`src/rtl/flash_host_defines.vh`:
```
// Constants for the parallel flash host controller
// Assumes a 10 MHz reference clock and a byte-wide flash device
`ifndef FLASH_HOST_DEFINES_VH
`define FLASH_HOST_DEFINES_VH
`define ADDR_W            18
`define DATA_W            8
`define CMD_READ          8'h00
`define CMD_READ_ALT      8'hff
`define CMD_IDENT         8'h90
`define CMD_ERASE         8'h30
`define CMD_PROGRAM       8'h50
`define ID_MAKER_ADDR     18'h00000
`define ID_PART_ADDR      18'h00001
`define ERASED_BYTE       8'hff
`define STATUS_BIT        7
`define PHASE_LAST        2'h3
`define POLL_LIMIT        24'hffffff
`define OP_READ           3'h0
`define OP_IDENT          3'h1
`define OP_ERASE          3'h2
`define OP_PROGRAM        3'h3
`define OP_RESET          3'h4
`endif

```
`src/rtl/flash_host_ctrl.v`:
```
// Host controller issuing command sequences to a parallel flash device
// Assumes the flash pins are driven directly and the supply switch is external
`timescale 1ns/1ps
`include "flash_host_defines.vh"
module flash_host_ctrl (
  input  wire                 ref_clk_in,
  input  wire                 rstn_in,
  input  wire                 op_valid_in,
  input  wire [2:0]           op_code_in,
  input  wire [`ADDR_W-1:0]   op_addr_in,
  input  wire [`DATA_W-1:0]   op_data_in,
  input  wire                 supply_ok_in,
  input  wire [`DATA_W-1:0]   flash_data_in,
  output reg                  op_ready_out,
  output reg                  op_done_out,
  output reg                  op_error_out,
  output reg  [`DATA_W-1:0]   op_result_out,
  output reg                  supply_on_out,
  output reg  [`ADDR_W-1:0]   flash_addr_out,
  output reg  [`DATA_W-1:0]   flash_data_out,
  output wire                 flash_data_oe_n_out,
  output wire                 flash_cs_n_out,
  output wire                 flash_oe_n_out,
  output wire                 flash_we_n_out
);
  localparam ST_IDLE  = 3'h0;
  localparam ST_CMD1  = 3'h1;
  localparam ST_CMD2  = 3'h2;
  localparam ST_POLL  = 3'h3;
  localparam ST_CHECK = 3'h4;
  localparam ST_READ  = 3'h5;
  localparam ST_WAIT  = 3'h6;
  reg  [2:0]          state;
  reg  [2:0]          return_state;
  reg  [2:0]          op;
  reg  [`DATA_W-1:0]  want;
  reg  [23:0]         poll_count;
  reg                 supply_meta;
  reg                 supply_sync;
  reg  [`DATA_W-1:0]  data_meta;
  reg  [`DATA_W-1:0]  data_sync;
  reg                 cyc_start;
  reg                 cyc_write;
  wire                cyc_busy;
  wire                cyc_done;
  wire [`DATA_W-1:0]  cyc_byte;
  // ----------------------------------------
  // Completion test on the status bit
  // ----------------------------------------
  function status_done;
    input [2:0]         kind;
    input [`DATA_W-1:0] rd;
    input [`DATA_W-1:0] wr;
    begin
      if (kind == `OP_ERASE)
        status_done = rd[`STATUS_BIT];
      else
        status_done = (rd[`STATUS_BIT] == wr[`STATUS_BIT]);
    end
  endfunction
  // ----------------------------------------
  // Input synchronisers
  // ----------------------------------------
  always @(posedge ref_clk_in or negedge rstn_in)
  begin
    if (!rstn_in)
    begin
      supply_meta <= 1'b0;
      supply_sync <= 1'b0;
      data_meta   <= 8'h00;
      data_sync   <= 8'h00;
    end
    else
    begin
      supply_meta <= supply_ok_in;
      supply_sync <= supply_meta;
      data_meta   <= flash_data_in;
      data_sync   <= data_meta;
    end
  end
  flash_bus_cycle u_cycle (
    .ref_clk_in      (ref_clk_in),
    .rstn_in         (rstn_in),
    .start_in        (cyc_start),
    .write_in        (cyc_write),
    .pin_data_in     (data_sync),
    .busy_out        (cyc_busy),
    .done_out        (cyc_done),
    .read_byte_out   (cyc_byte),
    .chip_sel_n_out  (flash_cs_n_out),
    .out_en_n_out    (flash_oe_n_out),
    .wr_strobe_n_out (flash_we_n_out),
    .data_oe_n_out   (flash_data_oe_n_out)
  );
  // ----------------------------------------
  // Command sequencer
  // ----------------------------------------
  always @(posedge ref_clk_in or negedge rstn_in)
  begin
    if (!rstn_in)
    begin
      state          <= ST_IDLE;
      return_state   <= ST_IDLE;
      op             <= `OP_READ;
      want           <= 8'h00;
      poll_count     <= 24'h000000;
      cyc_start      <= 1'b0;
      cyc_write      <= 1'b0;
      op_ready_out   <= 1'b0;
      op_done_out    <= 1'b0;
      op_error_out   <= 1'b0;
      op_result_out  <= 8'h00;
      supply_on_out  <= 1'b0;
      flash_addr_out <= 18'h00000;
      flash_data_out <= 8'h00;
    end
    else
    begin
      cyc_start   <= 1'b0;
      op_done_out <= 1'b0;
      case (state)
        ST_IDLE:
        begin
          op_ready_out <= 1'b1;
          if (op_valid_in)
          begin
            op_ready_out   <= 1'b0;
            op_error_out   <= 1'b0;
            op             <= op_code_in;
            want           <= op_data_in;
            flash_addr_out <= op_addr_in;
            // Erase, program and identify need the high supply; read and reset do not
            supply_on_out  <= (op_code_in == `OP_ERASE) || (op_code_in == `OP_PROGRAM) ||
                              (op_code_in == `OP_IDENT);
            state          <= ST_WAIT;
          end
        end
        ST_WAIT:
        begin
          if (!supply_on_out || supply_sync)
          begin
            cyc_start <= 1'b1;
            cyc_write <= 1'b1;
            state     <= ST_CMD1;
            case (op)
              `OP_READ:    flash_data_out <= `CMD_READ;
              `OP_IDENT:   flash_data_out <= `CMD_IDENT;
              `OP_ERASE:   flash_data_out <= `CMD_ERASE;
              `OP_PROGRAM: flash_data_out <= `CMD_PROGRAM;
              default:     flash_data_out <= `CMD_READ_ALT;
            endcase
          end
        end
        ST_CMD1:
        begin
          if (cyc_done)
          begin
            state <= ST_CMD2;
            if (op == `OP_ERASE)
            begin
              // No pre-program pass before erase
              cyc_start      <= 1'b1;
              flash_data_out <= `CMD_ERASE;
            end
            else if (op == `OP_PROGRAM)
            begin
              cyc_start      <= 1'b1;
              flash_data_out <= want;
            end
            else if (op == `OP_RESET)
            begin
              // Second reset covers a pending program setup
              cyc_start      <= 1'b1;
              flash_data_out <= `CMD_READ_ALT;
            end
            else
            begin
              cyc_write <= 1'b0;
              cyc_start <= 1'b1;
              if (op == `OP_IDENT)
                flash_addr_out <= `ID_MAKER_ADDR;
            end
          end
        end
        ST_CMD2:
        begin
          if (cyc_done)
          begin
            poll_count <= 24'h000000;
            if (op == `OP_ERASE || op == `OP_PROGRAM)
            begin
              cyc_write <= 1'b0;
              cyc_start <= 1'b1;
              state     <= ST_POLL;
            end
            else if (op == `OP_IDENT)
            begin
              op_result_out  <= cyc_byte;
              flash_addr_out <= `ID_PART_ADDR;
              cyc_start      <= 1'b1;
              state          <= ST_READ;
            end
            else
            begin
              op_result_out <= cyc_byte;
              return_state  <= ST_IDLE;
              state         <= ST_READ;
            end
          end
        end
        ST_POLL:
        begin
          if (cyc_done)
          begin
            poll_count <= poll_count + 24'h000001;
            // Poll until completion or until poll_count reaches POLL_LIMIT
            if (status_done(op, cyc_byte, want))
            begin
              supply_on_out <= 1'b0;
              if (op == `OP_ERASE)
              begin
                cyc_start <= 1'b1;
                state     <= ST_CHECK;
              end
              else
              begin
                op_result_out <= cyc_byte;
                state         <= ST_READ;
              end
            end
            else if (poll_count == `POLL_LIMIT)
            begin
              op_error_out  <= 1'b1;
              supply_on_out <= 1'b0;
              state         <= ST_READ;
            end
            else
              cyc_start <= 1'b1;
          end
        end
        ST_CHECK:
        begin
          if (cyc_done)
          begin
            op_result_out <= cyc_byte;
            op_error_out  <= (cyc_byte != `ERASED_BYTE);
            state         <= ST_READ;
          end
        end
        ST_READ:
        begin
          if (!cyc_busy && !cyc_start)
          begin
            if (op == `OP_IDENT && flash_addr_out == `ID_PART_ADDR && !op_done_out)
            begin
              flash_addr_out <= `ID_MAKER_ADDR;
              op_result_out  <= cyc_byte;
            end
            op_done_out   <= 1'b1;
            op_ready_out  <= 1'b1;
            supply_on_out <= 1'b0;
            state         <= ST_IDLE;
          end
        end
        default:
          state <= ST_IDLE;
      endcase
    end
  end
endmodule // flash_host_ctrl

```
`src/rtl/flash_bus_cycle.v`:
```
// Single asynchronous bus cycle generator for the flash pins
// Assumes the caller holds address and data stable while busy is high
`timescale 1ns/1ps
`include "flash_host_defines.vh"
module flash_bus_cycle (
  input  wire                 ref_clk_in,
  input  wire                 rstn_in,
  input  wire                 start_in,
  input  wire                 write_in,
  input  wire [`DATA_W-1:0]   pin_data_in,
  output reg                  busy_out,
  output reg                  done_out,
  output reg  [`DATA_W-1:0]   read_byte_out,
  output reg                  chip_sel_n_out,
  output reg                  out_en_n_out,
  output reg                  wr_strobe_n_out,
  output reg                  data_oe_n_out
);
  reg [1:0] phase;
  reg       is_write;
  // ----------------------------------------
  // Cycle phases: select, strobe, hold, release
  // ----------------------------------------
  always @(posedge ref_clk_in or negedge rstn_in)
  begin
    if (!rstn_in)
    begin
      phase           <= 2'h0;
      is_write        <= 1'b0;
      busy_out        <= 1'b0;
      done_out        <= 1'b0;
      read_byte_out   <= 8'h00;
      chip_sel_n_out  <= 1'b1;
      out_en_n_out    <= 1'b1;
      wr_strobe_n_out <= 1'b1;
      data_oe_n_out   <= 1'b1;
    end
    else
    begin
      done_out <= 1'b0;
      if (!busy_out)
      begin
        if (start_in)
        begin
          busy_out       <= 1'b1;
          is_write       <= write_in;
          phase          <= 2'h0;
          chip_sel_n_out <= 1'b0;
          data_oe_n_out  <= ~write_in;
        end
      end
      else
      begin
        phase <= phase + 2'h1;
        case (phase)
          2'h0:
          begin
            // Strobe falls after select: address taken on later fall
            if (is_write)
              wr_strobe_n_out <= 1'b0;
            else
              out_en_n_out <= 1'b0;
          end
          2'h2:
          begin
            // Strobe rises before select: data taken on earlier rise
            wr_strobe_n_out <= 1'b1;
            out_en_n_out    <= 1'b1;
          end
          `PHASE_LAST:
          begin
            // Pin data lags two sync stages, so take it here
            if (!is_write)
              read_byte_out <= pin_data_in;
            chip_sel_n_out <= 1'b1;
            data_oe_n_out  <= 1'b1;
            busy_out       <= 1'b0;
            done_out       <= 1'b1;
          end
          default:
          begin
          end
        endcase
      end
    end
  end
endmodule // flash_bus_cycle

```
`config.mk`:
```
export PLATFORM = sky130hd
export DESIGN_NAME = flash_host_ctrl
export DESIGN_NICKNAME = d
export VERILOG_FILES = /design/src/rtl/flash_host_ctrl.v /design/src/rtl/flash_bus_cycle.v
export VERILOG_INCLUDE_DIRS = /design/src /design/src/rtl
export SDC_FILE = /design/constraint.sdc
export NUM_CORES = 1
export LEC_CHECK = 0
export BUFFER_PORTS_ARGS = -buffer_cell sky130_fd_sc_hd__buf_4
export CAP_MARGIN = 20
export CORE_ASPECT_RATIO = 0.75
export CORE_MARGIN = 10
export CORE_UTILIZATION = 61
export DETAILED_ROUTE_END_ITERATION = 8
export GPL_ROUTABILITY_DRIVEN = 0
export PLACE_DENSITY_LB_ADDON = 0.3
export SETUP_SLACK_MARGIN = 0.2
export SLEW_MARGIN = 30
export SYNTH_ARGS = -nofsm -noshare
export SYNTH_HDL_FRONTEND = slang
export SYNTH_SLANG_ARGS = --single-unit
```
`constraint.sdc`:
```
create_clock -name ref_clk_in -period 5.6 [get_ports ref_clk_in]
set_input_delay 0.56 -clock ref_clk_in [delete_from_list [all_inputs] [get_ports ref_clk_in]]
set_output_delay 0.56 -clock ref_clk_in [all_outputs]
set_load 0.02 [all_outputs]
```
==> impl_metrics.tcl, run 1 <==
set metrics [dict create \
    status "complete, no violations" \
    cts_buffers 17 \
    finalSetupViolCount 0 \
    ys_types 57 \
    regArea_sq_mm 0.00283 \
    async_reset_ff_share_pct 100 \
    combPwrFrac_pct 35.6 \
    crit_family "flip-flops" \
    drive_above_1_share_pct 27.3 \
    worst_pin_slew_ps 838 \
    io_buffers 82 \
    initial_utilization_pct 63.6 \
    die_h_microns 99.2 \
    pwr-share-clk_pct 26.9 \
    cp_slowest_cell "dfrtp_1" \
    multi_input_area_sq_mm 0.00212 \
    synth_edf_count 0 \
    wl_per_cell_microns 19.5 \
    antenna_found_initial 0 \
    cellPowerDensity_mw_per_mm2 579 \
    ys_seq_area_share_pct 55.5 \
    netSwitchingFraction_pct 37.6 \
    seqPwrFrac_pct 37.6 \
    cp_data_required_time_ps 6000 \
    p_int_mw 2.27 \
    grt_max_degree 68 \
    use_met2_pct 33.1 \
    wl_microns 13100 \
    n_antenna_cell 0 \
    place_inst 639 \
    via_count 4103 \
    grt_pass1_vias 4150 \
    stdcell_count 670 \
    ys_ff_latch 113 \
    power_switching_mw 1.37 \
    maxSlewViolCount 0 \
    path_clk_slew_ps 60 \
    maxCapViolCount 0 \
    synth.largest_area_cell "dfrtp_1" \
    critPathArrivalTime_ps 3070 \
    clk_path_buf_depth 2 \
    relSlewSlack_pct 44.2 \
    area_growth_pct 23.2 \
    synth_warnings 0 \
    grt_pass1_wl_microns 21200 \
    overflow 0 \
    vias_per_cell 6.12 \
    start_kind "flop" \
    avgSynthCellArea_sq_um 10.7 \
    power.total_mw 3.64 \
    final.fill_count 494 \
    crit_chain "inv_1 > nor2_1 > a311oi_1 > mux2_2 > o31a_1" \
    first_iter_violations 504 \
    firstDrtPassIters 7 \
    fin_util_pct 78.4 \
    cp_max_fo 28 \
    top_usage_layer "met2" \
    synthCells 476 \
    crit_type "flop to flop" \
    drcViolationCount 0 \
    ir_worst_vdd_mv 0.359 \
    ios 83 \
    grt_util_met3_pct 6.74 \
    fin_skew_ps 10.3 \
    post_cts_resized 0 \
    fmax_mhz 375 \
    rows 28 \
    clkSinkCount 113 \
    final-hold-violation-count 0 \
    antenna_left 0 \
    die_w_microns 126 \
    nets 598 \
    fin_tns_setup_ps 0 \
    gr-usage-met1_pct 26.3 \
    postCtsHoldBufs 0 \
    insertion_delay_ps 520 \
    syn_nets 521 \
    crit_buf_inv 1 \
    synth_top_area_share_pct 53.4 \
    min_period_ps 2670 \
    hpwlAfterDp_microns 8590 \
    cts_max_level 4 \
    period_share_pct 47.6 \
    synth-main-ff-cell "dfrtp_1" \
    core_area_sq_mm 0.00802 \
    cts_tree "built" \
    synth_area_leaders "dfrtp_1, mux2_2, nor2_1" \
    power_leakage_nw 2.91 \
    synth_area_sq_mm 0.00510 \
    end_kind "flop" \
    fp.dieArea_sq_mm 0.0125 \
    cpPeakStageDelay_ps 880 \
    grt_use_total_pct 21.0 \
    hold_class "input port to asynchronous set/reset pin" \
    rsz0062_at_grt "false" \
    cts_root_buf "clkbuf_8" \
    post_cts_buffers 0 \
]
## cell families after synthesis
group	synth area share [%]
AOI/OAI and AO/OA	14.7
xor gates and xnor gates	1.20
adders and majority gates	0.981
buffers and inverters	2.94
DFF	55.5
muxes	6.57
and+or+nand+nor	18.1
## cells in the final DEF (no fill, tap or decap), drive strengths merged, types with 8 or more instances in the layout
master	Yosys	routed
nand4	8	8
nor3	12	12
dfrtp	109	109
nand2	33	33
mux2	28	28
buf	11	83
a21oi	24	24
a31oi	11	11
nand3	20	20
inv	10	10
and3	11	11
nor2	46	46
o21ai	31	31
clkbuf	14	25
a22o	19	19
## Yosys cell counts, types with 5 or more instances
library cell and count:
a21oi_1 24, a22o_1 19, a31oi_1 10, and3_1 11
buf_2 9, clkbuf_1 14, dfrtp_1 109, inv_1 10
mux2_2 28, nand2_1 33, nand2b_1 6, nand3_1 20
nand4_1 8, nor2_1 46, nor3_1 11, nor4_1 5
o21ai_0 30, o21bai_1 6, xor2_1 7
## power by group through the flow
| stage | combinational (mW) | sequential (mW) | clock, mW |
|---|---|---|---|
| after floorplan | 0.834 | 1.36 | 0 |
| after global placement | 1.22 | 1.34 | 0 |
| after detailed placement | 1.27 | 1.36 | 0 |
| after CTS | 1.30 | 1.36 | 0.988 |
| after global routing | 1.41 | 1.40 | 1.02 |
| final | 1.30 | 1.37 | 0.979 |
## worst paths after layout
check	start	end	slack, ps	cells after the start
max in group asynchronous	rstn_in	data_sync[6]	4310	2
min	rstn_in	flash_data_out[5]	40	1
min reg2reg	data_meta[4]	data_sync[4]	350	0
max	state[0]	op_error_out	2930	5
max reg2reg	state[0]	op_error_out	2930	5
min in group ref_clk_in	flash_data_in[7]	data_meta[7]	140	1
## cell type report
class	count	share of cell area, %
clock inverters	6	0.876
repair buffers	83	9.91
clock buffers	25	7.70
well taps	105	2.09
multi-input cells	328	33.8
inverters	10	0.597
flip-flops and latches	113	45.1
## metal layers
metal	wire length (microns)	share of wire, %	vias to the layer above
met3	1080	8.2	31
li1	-	-	1885
met5	0	0	-
met2	6270	48	193
met4	253	1.9	0
met1	5500	42	1994
## registers in the layout, summed over array words and instances, names as in the netlist, 2 cells and up
register	flops
data_meta	8
poll_count	24
flash_addr_out	18
flash_data_out	8
op_result_out	8
data_sync	8
want	8
u_cycle.read_byte_out	8
op	3
u_cycle.phase	2
state	3
## per-stage QoR
step / instance area (sq um) / setup WS, ps / hold WS, ps
6_report: 6290 / 2930 / 41.1
5_1_grt: 6290 / 2750 / 84.8
4_1_cts: 6290 / 3050 / 48.0
3_5_place_dp: 5750 / 3080 / 335
3_3_place_gp: 5750 / 2990 / 331
2_1_floorplan: 5100 / 3760 / 264
No activity file was read; power rests on OpenSTA's default activity.
==> run 2: changes to the inputs <==
Settings changed: CORE_UTILIZATION 61 to 51.
Clock period 5.6 ns to 2.27 ns, I/O delays scaled along.
==> run 2 against run 1 <==
Critical path depth rose by 1. Sequential share of layout area is 2.7 points lower. Clock skew decreased by 3.6 ps. Design area up 6.3%. First-iteration DRC count decreased by 47%. Critical path type unchanged. Combinational power rose to 2.9 times the previous value. Via count grew 1.9%. Register-to-register slack got worse by 2700 ps. Non-clock buffer count increased by 34. Cell count up 9.1%. Utilization down 9.4 points. Worst setup slack worse by 2700 ps.
==> impl_metrics.tcl, run 2 (same netlist as run 1, synthesis figures left out) <==
set metrics [dict create \
    rows 31 \
    die_w_microns 136 \
    multi_input_area_sq_mm 0.00215 \
    maxCapViolCount 0 \
    regMostFlops "poll_count" \
    cp_max_fo 8 \
    critPathArrivalTime_ps 2300 \
    power.total_mw 9.46 \
    cp_data_required_time_ps 2560 \
    antenna_found_initial 0 \
    holdPathStages 2 \
    clkSinkCount 113 \
    wl_met1_microns 5950 \
    final-hold-violation-count 0 \
    relSlewSlack_pct 63.8 \
    stdcell_area_sq_mm 0.00669 \
    rr_startpoint "op[1]" \
    ios 83 \
    min-delay-start "op_addr_in[14]" \
    first_iter_violations 268 \
    hpwlAfterDp_microns 9220 \
    grt_pass1_vias 4257 \
    overflow 0 \
    hold_class "input port to flop" \
    n_antenna_cell 0 \
    crit_family "simple AND/OR/NAND/NOR gates" \
    maxSlewViolCount 0 \
    wl_met2_microns 5950 \
    largest_register_ffs 24 \
    initial_utilization_pct 52.6 \
    crit_buf_inv 1 \
    final_cell_mix "dfrtp_1, buf_4, nor2_1" \
    vias_per_cell 5.72 \
    reg_top3 "poll_count x24, flash_addr_out x18" \
    grt_use_total_pct 19.1 \
    fin_util_pct 68.9 \
    fin_skew_ps 6.67 \
    cellPowerDensity_mw_per_mm2 1420 \
    cts_root_buf "clkbuf_16" \
    cpPeakStageDelay_ps 470 \
    crit_chain "nor3b_4 > and4_1 > a31oi_2 > nor3_4 > buf_12 > mux2_2" \
    nets 632 \
    finalSetupViolCount 0 \
    fp.dieArea_sq_mm 0.0145 \
    power_leakage_nw 3.09 \
    cts_tree "built" \
    cts_buffers 17 \
    r2r-end "op_result_out[2]" \
    period_share_pct 88.6 \
    firstDrtPassIters 5 \
    crit_type "flop to flop" \
    min_period_ps 2010 \
    r2r_slack_ps 260 \
    fmax_mhz 497 \
    wl_per_cell_microns 18.1 \
    area_growth_pct 31.0 \
    routed-wl-met3_microns 1240 \
    io_buffers 82 \
    ir_worst_vdd_mv 0.887 \
    via_count 4179 \
    top_layer "met4" \
    final.fill_count 708 \
    wl_microns 13300 \
    die_h_microns 107 \
    clk_path_buf_depth 2 \
    grt_pass1_wl_microns 21900 \
    path_clk_slew_ps 50 \
    core_area_sq_mm 0.00970 \
    whs_endpoint "flash_addr_out[14]" \
    regArea_sq_mm 0.00283 \
    end_kind "flop" \
    drcViolationCount 0 \
    status "complete, no violations" \
    hold_slack_ps 37.9 \
    grt_max_degree 55 \
    dpl_cell_area_sq_mm 0.00596 \
    cts_max_level 4 \
    drive_above_1_share_pct 30.2 \
    rr_worst_depth 6 \
    insertion_delay_ps 410 \
    fin_tns_setup_ps 0 \
    cp_slowest_cell "dfrtp_1" \
    antenna_left 0 \
    rsz0062_at_grt "true" \
    worst_pin_slew_ps 530 \
    mostFrequentLayoutCell "dfrtp_1" \
    start_kind "flop" \
]
run 2: changes by cell type in the layout (fill, tap and decap cells not counted), sizes merged:
cell	previous run	this run
clkinv	5	4
buf	83	107
bufinv	1	2
dlygate4sd3	0	10
run 2: area by class of cell:
class	count	share of cell area (%)
Inverter	10	0.561
Multi-Input combinational cell	328	32.2
Tap cell	132	2.47
Clock inverter	6	1.20
Timing Repair Buffer	117	13.9
Clock buffer	25	7.26
Sequential cell	113	42.4
run 2: worst register-to-register path: cells and delay by family, from the launching register on:
family | cells | cell delay (ps)
multiplexers | 1 | 330
buffers and inverters | 1 | 150
AND/OR/NAND/NOR | 3 | 810
flip-flops | 1 | 470
AO/OA/AOI/OAI | 1 | 130
run 2: per-stage QoR:
stage	setup WS [ps]	cells
3_3_place_gp	201	689
5_1_grt	172	731
3_5_place_dp	152	689
6_report	258	731
4_1_cts	223	731
2_1_floorplan	426	476
run 2: metal layers:
layer  global-route usage (%)  vias to the layer above
met3                     9.00                       12
li1                         -                     1950
met4                     7.21                        0
met2                     28.0                      160
met5                        0                        -
met1                     24.1                     2057
run 2: worst max-delay path by stage:
stage	from	end	slack, ps	cells after the start
final	op[1]	op_result_out[2]	260	6
after global routing	poll_count[0]	state[1]	170	6
after CTS	flash_addr_out[13]	op_result_out[2]	220	6
after detailed placement	flash_addr_out[13]	op_result_out[7]	150	5
after global placement	flash_addr_out[13]	op_result_out[3]	200	5
after floorplan	flash_addr_out[13]	op_result_out[0]	430	5
run 2: timing repair:
| item | in CTS | in global routing |
|---|---|---|
| buffers inserted | 1 | 0 |
| cloned | 0 | 0 |
| hold buffers | 10 | 0 |
| setup endpoints to repair | 8 | 26 |
| resized for setup | 0 | 7 |
| pin swaps | 1 | 0 |
| endpoints found under the hold margin | 43 | 0 |
run 2: power by group:
| group | total, mW | switching, mW | internal [mW] |
|---|---|---|---|
| Sequential | 3.21 | 0.575 | 2.63 |
| Clock | 2.54 | 0.852 | 1.68 |
| Combinational | 3.72 | 2.01 | 1.71 |
